## config.mk

```make
export PLATFORM = sky130hd
export DESIGN_NAME = smspi_frames
export DESIGN_NICKNAME = d
export VERILOG_FILES = /design/src/rtl/smspi_pkg.sv /design/src/rtl/smspi_frames.sv
export VERILOG_INCLUDE_DIRS = /design/src /design/src/rtl
export SDC_FILE = /design/constraint.sdc
export NUM_CORES = 1
export LEC_CHECK = 0
export BUFFER_PORTS_ARGS = -buffer_cell sky130_fd_sc_hd__buf_2
export CORE_ASPECT_RATIO = 1.25
export CORE_MARGIN = 2
export CORE_UTILIZATION = 25
export CTS_CLUSTER_SIZE = 12
export DETAILED_ROUTE_END_ITERATION = 10
export PLACE_DENSITY_LB_ADDON = 0.25
export SYNTH_ARGS = -nofsm -noshare
export SYNTH_HDL_FRONTEND = slang
export SYNTH_SLANG_ARGS = --single-unit
export TNS_END_PERCENT = 30
```

## constraint.sdc

```tcl
create_clock -name sys_clk -period 4.25 [get_ports sys_clk]
set_input_delay 0.6375 -clock sys_clk [delete_from_list [all_inputs] [get_ports sys_clk]]
set_output_delay 0.6375 -clock sys_clk [all_outputs]
set_load 0.005 [all_outputs]
```

## src/rtl/smspi_params.svh

```systemverilog
// Constants of the stack monitor serial frame block.
`ifndef SMSPI_PARAMS_SVH
`define SMSPI_PARAMS_SVH
`define SMSPI_FRAME_BITS    6'd32
`define SMSPI_CNT_SAT       6'd33
`define SMSPI_PATTERN       3'h2
`define SMSPI_CRC_POLY      8'h2f
`define SMSPI_CRC_INIT      8'h00
`define SMSPI_DEV_ADDR_RST  5'h00
`define SMSPI_CTRL_HI_ADDR  6'h0d
`define SMSPI_READ_RESULTS  6'h00
`endif

```

## src/rtl/smspi_pkg.sv

```systemverilog
// Types shared by the stack monitor serial frame block.
`default_nettype none
package smspi_pkg;
   typedef logic [4:0]  smspi_dev_t;
   typedef logic [5:0]  smspi_reg_t;
   typedef logic [7:0]  smspi_data_t;
   typedef logic [3:0]  smspi_chan_t;
   typedef logic [11:0] smspi_result_t;
   typedef logic [31:0] smspi_frame_t;
endpackage : smspi_pkg
`default_nettype wire

```

## src/rtl/smspi_frames.sv

```systemverilog
// Serial command and readback frame logic of one stackable monitor device.
//
// What this block does
// RL1 - Mode 1 slave: serial clock idles low, bits taken on second edge.
// RL2 - Incoming serial data is sampled on every serial clock falling edge while chip select is low.
// RL3 - Outgoing serial data changes on every serial clock rising edge while chip select is low.
// RL4 - Only 32-bit frames; bit counter clears when chip select rises.
// RL5 - Host keeps chip select low across all 32 bits of a frame.
// RL6 - Write to control upper byte starts conversions at chip select rise.
// RL7 - Write: address 31-27, register 26-21, data 20-13, all 12, zero 11.
// RL8 - Device address is zero after reset until assigned.
// RL9 - Device address field travels least significant bit first.
// RL10 - Register, channel, data and CRC fields travel MSB first.
// RL11 - Register addresses are six bits, register data eight bits.
// RL12 - Address-all flag makes every device execute the write.
// RL13 - CRC over bits 31-11 sits in 10-3; mismatch discards the write.
// RL14 - Lowest three bits must be 010 or the write is refused.
// RL15 - Bit 10 of next frame is high when the last write executed.
// RL16 - Result frame: address, channel, result, ack, CRC, two zeros.
// RL17 - Register frame: address, register, data, zeros, ack, CRC, zeros.
// RL18 - Read CRC covers bits 31-10 and goes out in bits 9-2.
// RL19 - Host keeps sending valid writes to a high address during readback.
// RL20 - Chain readback takes conversions times devices frames.
// RL21 - One write frame updates any register of any chained device.
// RL22 - Nonzero read select returns a register, zero returns results.
// RL23 - Host loads read select nonzero so acknowledges relay properly.
// RL24 - A frame with other than 32 clocks is discarded unexecuted.
`include "smspi_params.svh"
`default_nettype none

module smspi_frames (
   input  wire logic                    sys_clk,
   input  wire logic                    rst,
   input  wire logic                    csN,
   input  wire logic                    sclk,
   input  wire logic                    sdi,
   output var  logic                    sdo,
   input  wire logic                    devAddrLoad,
   input  wire smspi_pkg::smspi_dev_t   devAddrNew,
   output var  smspi_pkg::smspi_dev_t   devAddr,
   input  wire smspi_pkg::smspi_reg_t   readSel,
   input  wire smspi_pkg::smspi_data_t  regRdData,
   input  wire smspi_pkg::smspi_chan_t  resultChan,
   input  wire smspi_pkg::smspi_result_t resultData,
   output var  logic                    resultTake,
   output var  logic                    cmdValid,
   input  wire logic                    cmdReady,
   output var  smspi_pkg::smspi_reg_t   cmdReg,
   output var  smspi_pkg::smspi_data_t  cmdData,
   output var  logic                    writeAck,
   output var  logic                    convStart
);
   import smspi_pkg::*;

   // =========================================================
   // Helper functions
   // =========================================================

   // Reverses the five address bits, which travel LSB first.
   function automatic smspi_dev_t bitRev5(input smspi_dev_t a);
      smspi_dev_t r;
      r = '0;
      for (int i = 0; i < 5; i++) begin
         r[i] = a[4 - i];
      end
      return r;
   endfunction : bitRev5

   // CRC-8 over the top n bits of d, processed MSB first.
   function automatic smspi_data_t crc8(input logic [21:0] d,
                                        input int          n);
      smspi_data_t c;
      logic        fb;
      c  = `SMSPI_CRC_INIT;
      fb = 1'b0;
      for (int i = 21; i >= 0; i--) begin
         if (i > 21 - n) begin
            fb = c[7] ^ d[i];
            c  = {c[6:0], 1'b0};
            if (fb) begin
               c = c ^ `SMSPI_CRC_POLY;
            end
         end
      end
      return c;
   endfunction : crc8

   // =========================================================
   // Pin synchronisers and edge detection
   // =========================================================

   logic [2:0] sclkSync_r;
   logic [2:0] csSync_r;
   logic [1:0] sdiSync_r;

   // Two flip-flops on each pin, a third stage only for edges.
   always_ff @(posedge sys_clk) begin
      if (rst) begin
         sclkSync_r <= 3'h0;
         csSync_r   <= 3'h7;
         sdiSync_r  <= 2'h0;
      end else begin
         sclkSync_r <= {sclkSync_r[1:0], sclk};
         csSync_r   <= {csSync_r[1:0], csN};
         sdiSync_r  <= {sdiSync_r[0], sdi};
      end
   end

   logic sclkFall;
   logic sclkRise;
   logic csFall;
   logic csRise;
   logic csActive;

   // Edges of the link clock and chip select in the local domain.
   assign sclkFall = sclkSync_r[2] & ~sclkSync_r[1];    // [RL1]
   assign sclkRise = ~sclkSync_r[2] & sclkSync_r[1];
   assign csFall   = csSync_r[2] & ~csSync_r[1];
   assign csRise   = ~csSync_r[2] & csSync_r[1];
   assign csActive = ~csSync_r[1];

   // =========================================================
   // Receive shift register and bit counter
   // =========================================================

   smspi_frame_t rx_r;
   logic [5:0]   bitCnt_r;

   // Shifts in one bit per falling edge inside the frame.
   always_ff @(posedge sys_clk) begin
      if (rst) begin
         rx_r <= '0;
      end else if (csActive && sclkFall) begin
         rx_r <= {rx_r[30:0], sdiSync_r[1]};            // [RL2] [RL10]
      end
   end

   // Counts clocks of the frame, saturating, cleared at chip select rise.
   always_ff @(posedge sys_clk) begin
      if (rst) begin
         bitCnt_r <= 6'd0;
      end else if (csRise || csFall) begin
         bitCnt_r <= 6'd0;                              // [RL4]
      end else if (csActive && sclkFall &&
                   bitCnt_r != `SMSPI_CNT_SAT) begin
         bitCnt_r <= bitCnt_r + 6'd1;
      end
   end

   // =========================================================
   // Write frame decode and checks
   // =========================================================

   smspi_dev_t  rxDev;
   smspi_reg_t  rxReg;
   smspi_data_t rxData;
   logic        rxAll;
   logic        crcOk;
   logic        patOk;
   logic        lenOk;
   logic        forMe;
   logic        bufFull;
   logic        execWr;
   smspi_dev_t  devAddr_r;

   // Field split of a completed write frame.
   assign rxDev  = bitRev5(rx_r[31:27]);                // [RL7] [RL9]
   assign rxReg  = rx_r[26:21];                         // [RL11]
   assign rxData = rx_r[20:13];
   assign rxAll  = rx_r[12];
   assign crcOk  = crc8({rx_r[31:11], 1'b0}, 21) == rx_r[10:3]; // [RL13]
   assign patOk  = rx_r[2:0] == `SMSPI_PATTERN;         // [RL14]
   assign lenOk  = bitCnt_r == `SMSPI_FRAME_BITS;       // [RL24]

   // A write for all devices or for this address alone.
   assign forMe  = rxAll || (rxDev == devAddr_r);       // [RL12] [RL21]

   // Executes at the closing chip select edge when all checks pass.
   assign execWr = csRise && lenOk && forMe && crcOk && patOk && !bufFull;

   // =========================================================
   // Device address
   // =========================================================

   // Zero after reset; loaded by the address assignment logic.
   always_ff @(posedge sys_clk) begin
      if (rst) begin
         devAddr_r <= `SMSPI_DEV_ADDR_RST;              // [RL8]
      end else if (devAddrLoad) begin
         devAddr_r <= devAddrNew;
      end
   end

   assign devAddr = devAddr_r;

   // =========================================================
   // Write acknowledge and conversion start
   // =========================================================

   logic ack_r;
   logic convStart_r;

   // Ack follows each complete frame that targets this device.
   always_ff @(posedge sys_clk) begin
      if (rst) begin
         ack_r <= 1'b0;
      end else if (csRise && lenOk && forMe) begin
         ack_r <= execWr;                               // [RL15]
      end
   end

   // One pulse when the control upper byte is written.
   always_ff @(posedge sys_clk) begin
      if (rst) begin
         convStart_r <= 1'b0;
      end else begin
         convStart_r <= execWr && rxReg == `SMSPI_CTRL_HI_ADDR; // [RL6]
      end
   end

   assign writeAck  = ack_r;
   assign convStart = convStart_r;

   // =========================================================
   // Two-entry command buffer
   // =========================================================

   logic        headV_r;
   smspi_reg_t  headReg_r;
   smspi_data_t headData_r;
   logic        holdV_r;
   smspi_reg_t  holdReg_r;
   smspi_data_t holdData_r;
   logic        pop;

   assign pop     = headV_r && cmdReady;
   assign bufFull = headV_r && holdV_r;

   // Head slot drives the outputs; the hold slot absorbs a stall.
   always_ff @(posedge sys_clk) begin
      if (rst) begin
         headV_r    <= 1'b0;
         headReg_r  <= '0;
         headData_r <= '0;
         holdV_r    <= 1'b0;
         holdReg_r  <= '0;
         holdData_r <= '0;
      end else if (pop) begin
         if (holdV_r) begin
            headReg_r  <= holdReg_r;
            headData_r <= holdData_r;
            holdV_r    <= execWr;
            holdReg_r  <= rxReg;
            holdData_r <= rxData;
         end else begin
            headV_r    <= execWr;
            headReg_r  <= rxReg;
            headData_r <= rxData;
         end
      end else if (execWr) begin
         if (!headV_r) begin
            headV_r    <= 1'b1;
            headReg_r  <= rxReg;
            headData_r <= rxData;
         end else begin
            holdV_r    <= 1'b1;
            holdReg_r  <= rxReg;
            holdData_r <= rxData;
         end
      end
   end

   assign cmdValid = headV_r;
   assign cmdReg   = headReg_r;
   assign cmdData  = headData_r;

   // =========================================================
   // Readback frame build and transmit
   // =========================================================

   logic [21:0]  rdHead;
   smspi_frame_t rdFrame;
   smspi_frame_t tx_r;
   logic         sdo_r;
   logic         take_r;
   logic         regMode;

   // Register readback when read select is nonzero.
   assign regMode = readSel != `SMSPI_READ_RESULTS;     // [RL22]

   // Upper 22 bits of the outgoing frame, both kinds.
   always_comb begin
      if (regMode) begin
         rdHead = {bitRev5(devAddr_r), readSel, regRdData,
                   2'b00, ack_r};                       // [RL17]
      end else begin
         rdHead = {bitRev5(devAddr_r), resultChan, resultData,
                   ack_r};                              // [RL16]
      end
   end

   // Appends the read CRC over bits 31 to 10 and two zero bits.
   assign rdFrame = {rdHead, crc8(rdHead, 22), 2'b00};  // [RL18]

   // Loads at frame start, shifts out on each rising edge.
   always_ff @(posedge sys_clk) begin
      if (rst) begin
         tx_r  <= '0;
         sdo_r <= 1'b0;
      end else if (csFall) begin
         tx_r  <= rdFrame;
         sdo_r <= 1'b0;
      end else if (csActive && sclkRise) begin
         sdo_r <= tx_r[31];                             // [RL3] [RL10]
         tx_r  <= {tx_r[30:0], 1'b0};
      end else if (!csActive) begin
         sdo_r <= 1'b0;
      end
   end

   // Advances the result sequence once per result frame.
   always_ff @(posedge sys_clk) begin
      if (rst) begin
         take_r <= 1'b0;
      end else begin
         take_r <= csFall && !regMode;                  // [RL20]
      end
   end

   assign sdo        = sdo_r;
   assign resultTake = take_r;

endmodule : smspi_frames
`default_nettype wire

```

==> run summary <==
status = completed
H-tree Lvls = 4
async set-reset flop share out of synthesis = 0
Leak = 0.00319 µW
Filler Cell Count = 2905
Synth Flop Type = dfxtp_1
Core Util, Final = 0.296
Pwr Total = 3010 µW
Yosys reg bits = 115
Std-Cell Rows = 68
Crit-path slowest cell = xor3_2
CP bufs+invs = 1
area occupied by multi-input gates = 4280 µm²
post-CTS resize count = 0
crit path max fanout = 12
sum of negative setup slack = 0 ns
Post-synth EDFFs = 0
Area after DPL = 7550 µm²
CTS Buf Count = 17
most common cell in the synthesized netlist = dfxtp_1
Fin. Hold Viols = 0
hold buffers post-CTS = 0
yosys warns = 0
Die X = 153 µm
Clock Latency Late Sink = 0.42 ns
GRT Util Overall = 0.124
maxcap violations = 0
RSZ-0062 raised after global routing = no
CTS root buf = clkbuf_16
P&R area growth vs syn = 17.2%
Final Instance Area = 8100 µm²
library cells used by synthesis = 55
Post-Layout Cell Count = 1170
max_slew headroom = 0.241
peak supply drop = 0.239 mV
DRT iter0 DRCs = 296
first-pass GRT wire length = 28500 µm
area of the core = 27400 µm²
crit start category = flop
ANT cells = 0
# clock sinks = 115
Cells after DPL = 1138
initial antenna violation count = 0
syn_nets = 814
Slew @ Worst Pin = 1.14 ns
Vias/cell = 4.56
crit-path most repeated cell = xnor3_1
Detail Placement HPWL = 12500 µm
list of most frequent post-synthesis cells = 115 x dfxtp_1, 84 x nand2_1, 65 x xnor2_1, 63 x nor2_1, 51 x a21oi_1
Reg area = 2300 µm²
pin count of the biggest net entering global routing = 82
min Tclk post-route = 3.89 ns
vias in the first global route = 5215
Worst Hold Class = primary input to flop
layout cells sized above 1 = 0.190
critical path class = flop to flop
Port Buf Inserts = 65
Max stage delay on crit path = 0.53 ns
final setup violation count = 0
I/O pins = 66
clk buf depth = 2
Final Skew = 0.0162 ns
die height = 190 µm
WL final = 17700 µm
Final Wtd Congestion = 0.768
Critical Path RT = 4.56 ns
Final ANT Viol Nets = 0
Synth top area share = 0.333
initial core utilization = 0.252
cell breakdown of the critical path = xor3_2 > xnor3_2 > xnor3_1 > xnor3_1 > or3_1 > a221oi_2 > nand3_2 > nor2_2 > buf_4 > mux2_2 > o21a_1
top post-synthesis cells by area = dfxtp_1 33%, xnor2_1 8.2%, xnor3_1 5.9%
crit-path leading delay family = XOR/XNOR gates
crit path DAT = 4.20 ns
cells after synthesis = 767
Reg clk slew, reported paths = 0.07 ns
Syn Area/Cell = 9.01 µm²
crit end category = flop
Die ar. = 29000 µm²
TritonCTS clock tree = yes
Slew Limit Fails = 0
Netlist Area Pre-Place = 6910 µm²
Final nets = 854
Max Freq = 0.257 GHz
crit share post-route = 0.915
DR WL/cell = 15.1 µm
area leader, netlist = dfxtp_1
power per cell area = 372 nW/µm²
Remaining DRCs = 0
via count = 5338
sequential fraction of the synthesis area = 0.333
Post-CTS Setup Bufs = 0
grt ovf = 0
TritonRoute pass-1 iters = 4
[stage by stage]
stage,hold WS [ns],setup WS [ns]
6_report,0.405,0.363
3_5_place_dp,0.401,0.343
4_1_cts,0.390,0.347
5_1_grt,0.398,0.192
3_3_place_gp,0.395,0.375
2_1_floorplan,0.389,0.643
[placed cells by master, fill, tap and decap left out, types with 5 or more instances in the layout]
cell,netlist,routed
dfxtp_1,115,115
a31oi_1,8,8
nor2_1,63,63
buf_4,4,24
a211oi_1,50,50
nand2b_1,14,14
o21a_1,12,12
mux2_2,17,17
inv_1,10,10
clkbuf_16,0,17
nand3_1,7,7
xnor2_1,65,65
a21oi_1,51,51
xnor3_1,18,18
xor2_1,28,28
o22ai_1,12,12
nor3_1,6,6
nor2b_1,27,27
or2_2,5,5
buf_2,8,64
clkinvlp_4,0,6
mux2i_1,36,36
a311oi_1,5,5
nand2_1,84,84
o21ai_0,5,5
mux2_1,10,10
[where the power goes]
| part | switching [µW] | total, µW | internal [µW] |
|---|---|---|---|
| combinational | 283 | 568 | 285 |
| clock | 556 | 1320 | 766 |
| sequential | 15.8 | 1120 | 1100 |
| total | 855 | 3010 | 2150 |
[layer usage]
metal,vias to the layer above,GRT usage,wire length [µm]
met5,-,0,0
met4,0,0.0395,285
met3,18,0.0246,418
met2,81,0.223,9330
met1,2516,0.147,7670
li1,2723,-,-
[cells by family (layout without fill, tap and decap cells)]
logic type      count (synthesis)  count (layout)  synth area share
flops                         115             115             0.333
compound gates                157             157             0.151
fa+ha+maj                       5               5           0.00905
mux                            63              63            0.0961
simple gates                  230             230             0.158
xor+xnor                      120             120             0.204
buf+inv                        77             130            0.0487
[worst register-to-register path: cells and delay by family, from the launching register on]
kind	cells	cell delay [ns]
compound gates	2	0.43
xor+xnor	4	1.58
buf+inv	1	0.23
flops	1	0.48
mux	1	0.36
simple gates	3	0.69
[registers in the layout, indices dropped and copies added, names as in the netlist, 2 cells and up]
register	cells
bitCnt_r	6
holdReg_r	6
csSync_r	3
tx_r	30
sclkSync_r	3
holdData_r	8
sdiSync_r	2
rx_r	32
cmdData	8
devAddr	5
cmdReg	6
[path summary, 6_finish.rpt]
kind          startpoint             to  slack (ns)  cells past startpoint
min reg2reg  csSync_r[0]    csSync_r[1]        0.41                      1
min                  csN    csSync_r[0]        0.40                      2
max reg2reg     rx_r[18]  holdData_r[1]        0.36                     11
max             rx_r[18]  holdData_r[1]        0.36                     11
[cell type report]
type,count,area share
multi-input combinational,575,0.528
sequential,115,0.284
timing repair buffer,88,0.0618
clock buffer,19,0.0547
tap,350,0.0541
clock inverter,13,0.0127
inverter,10,0.00463
Note: power is estimated with default switching activity, not from simulation.
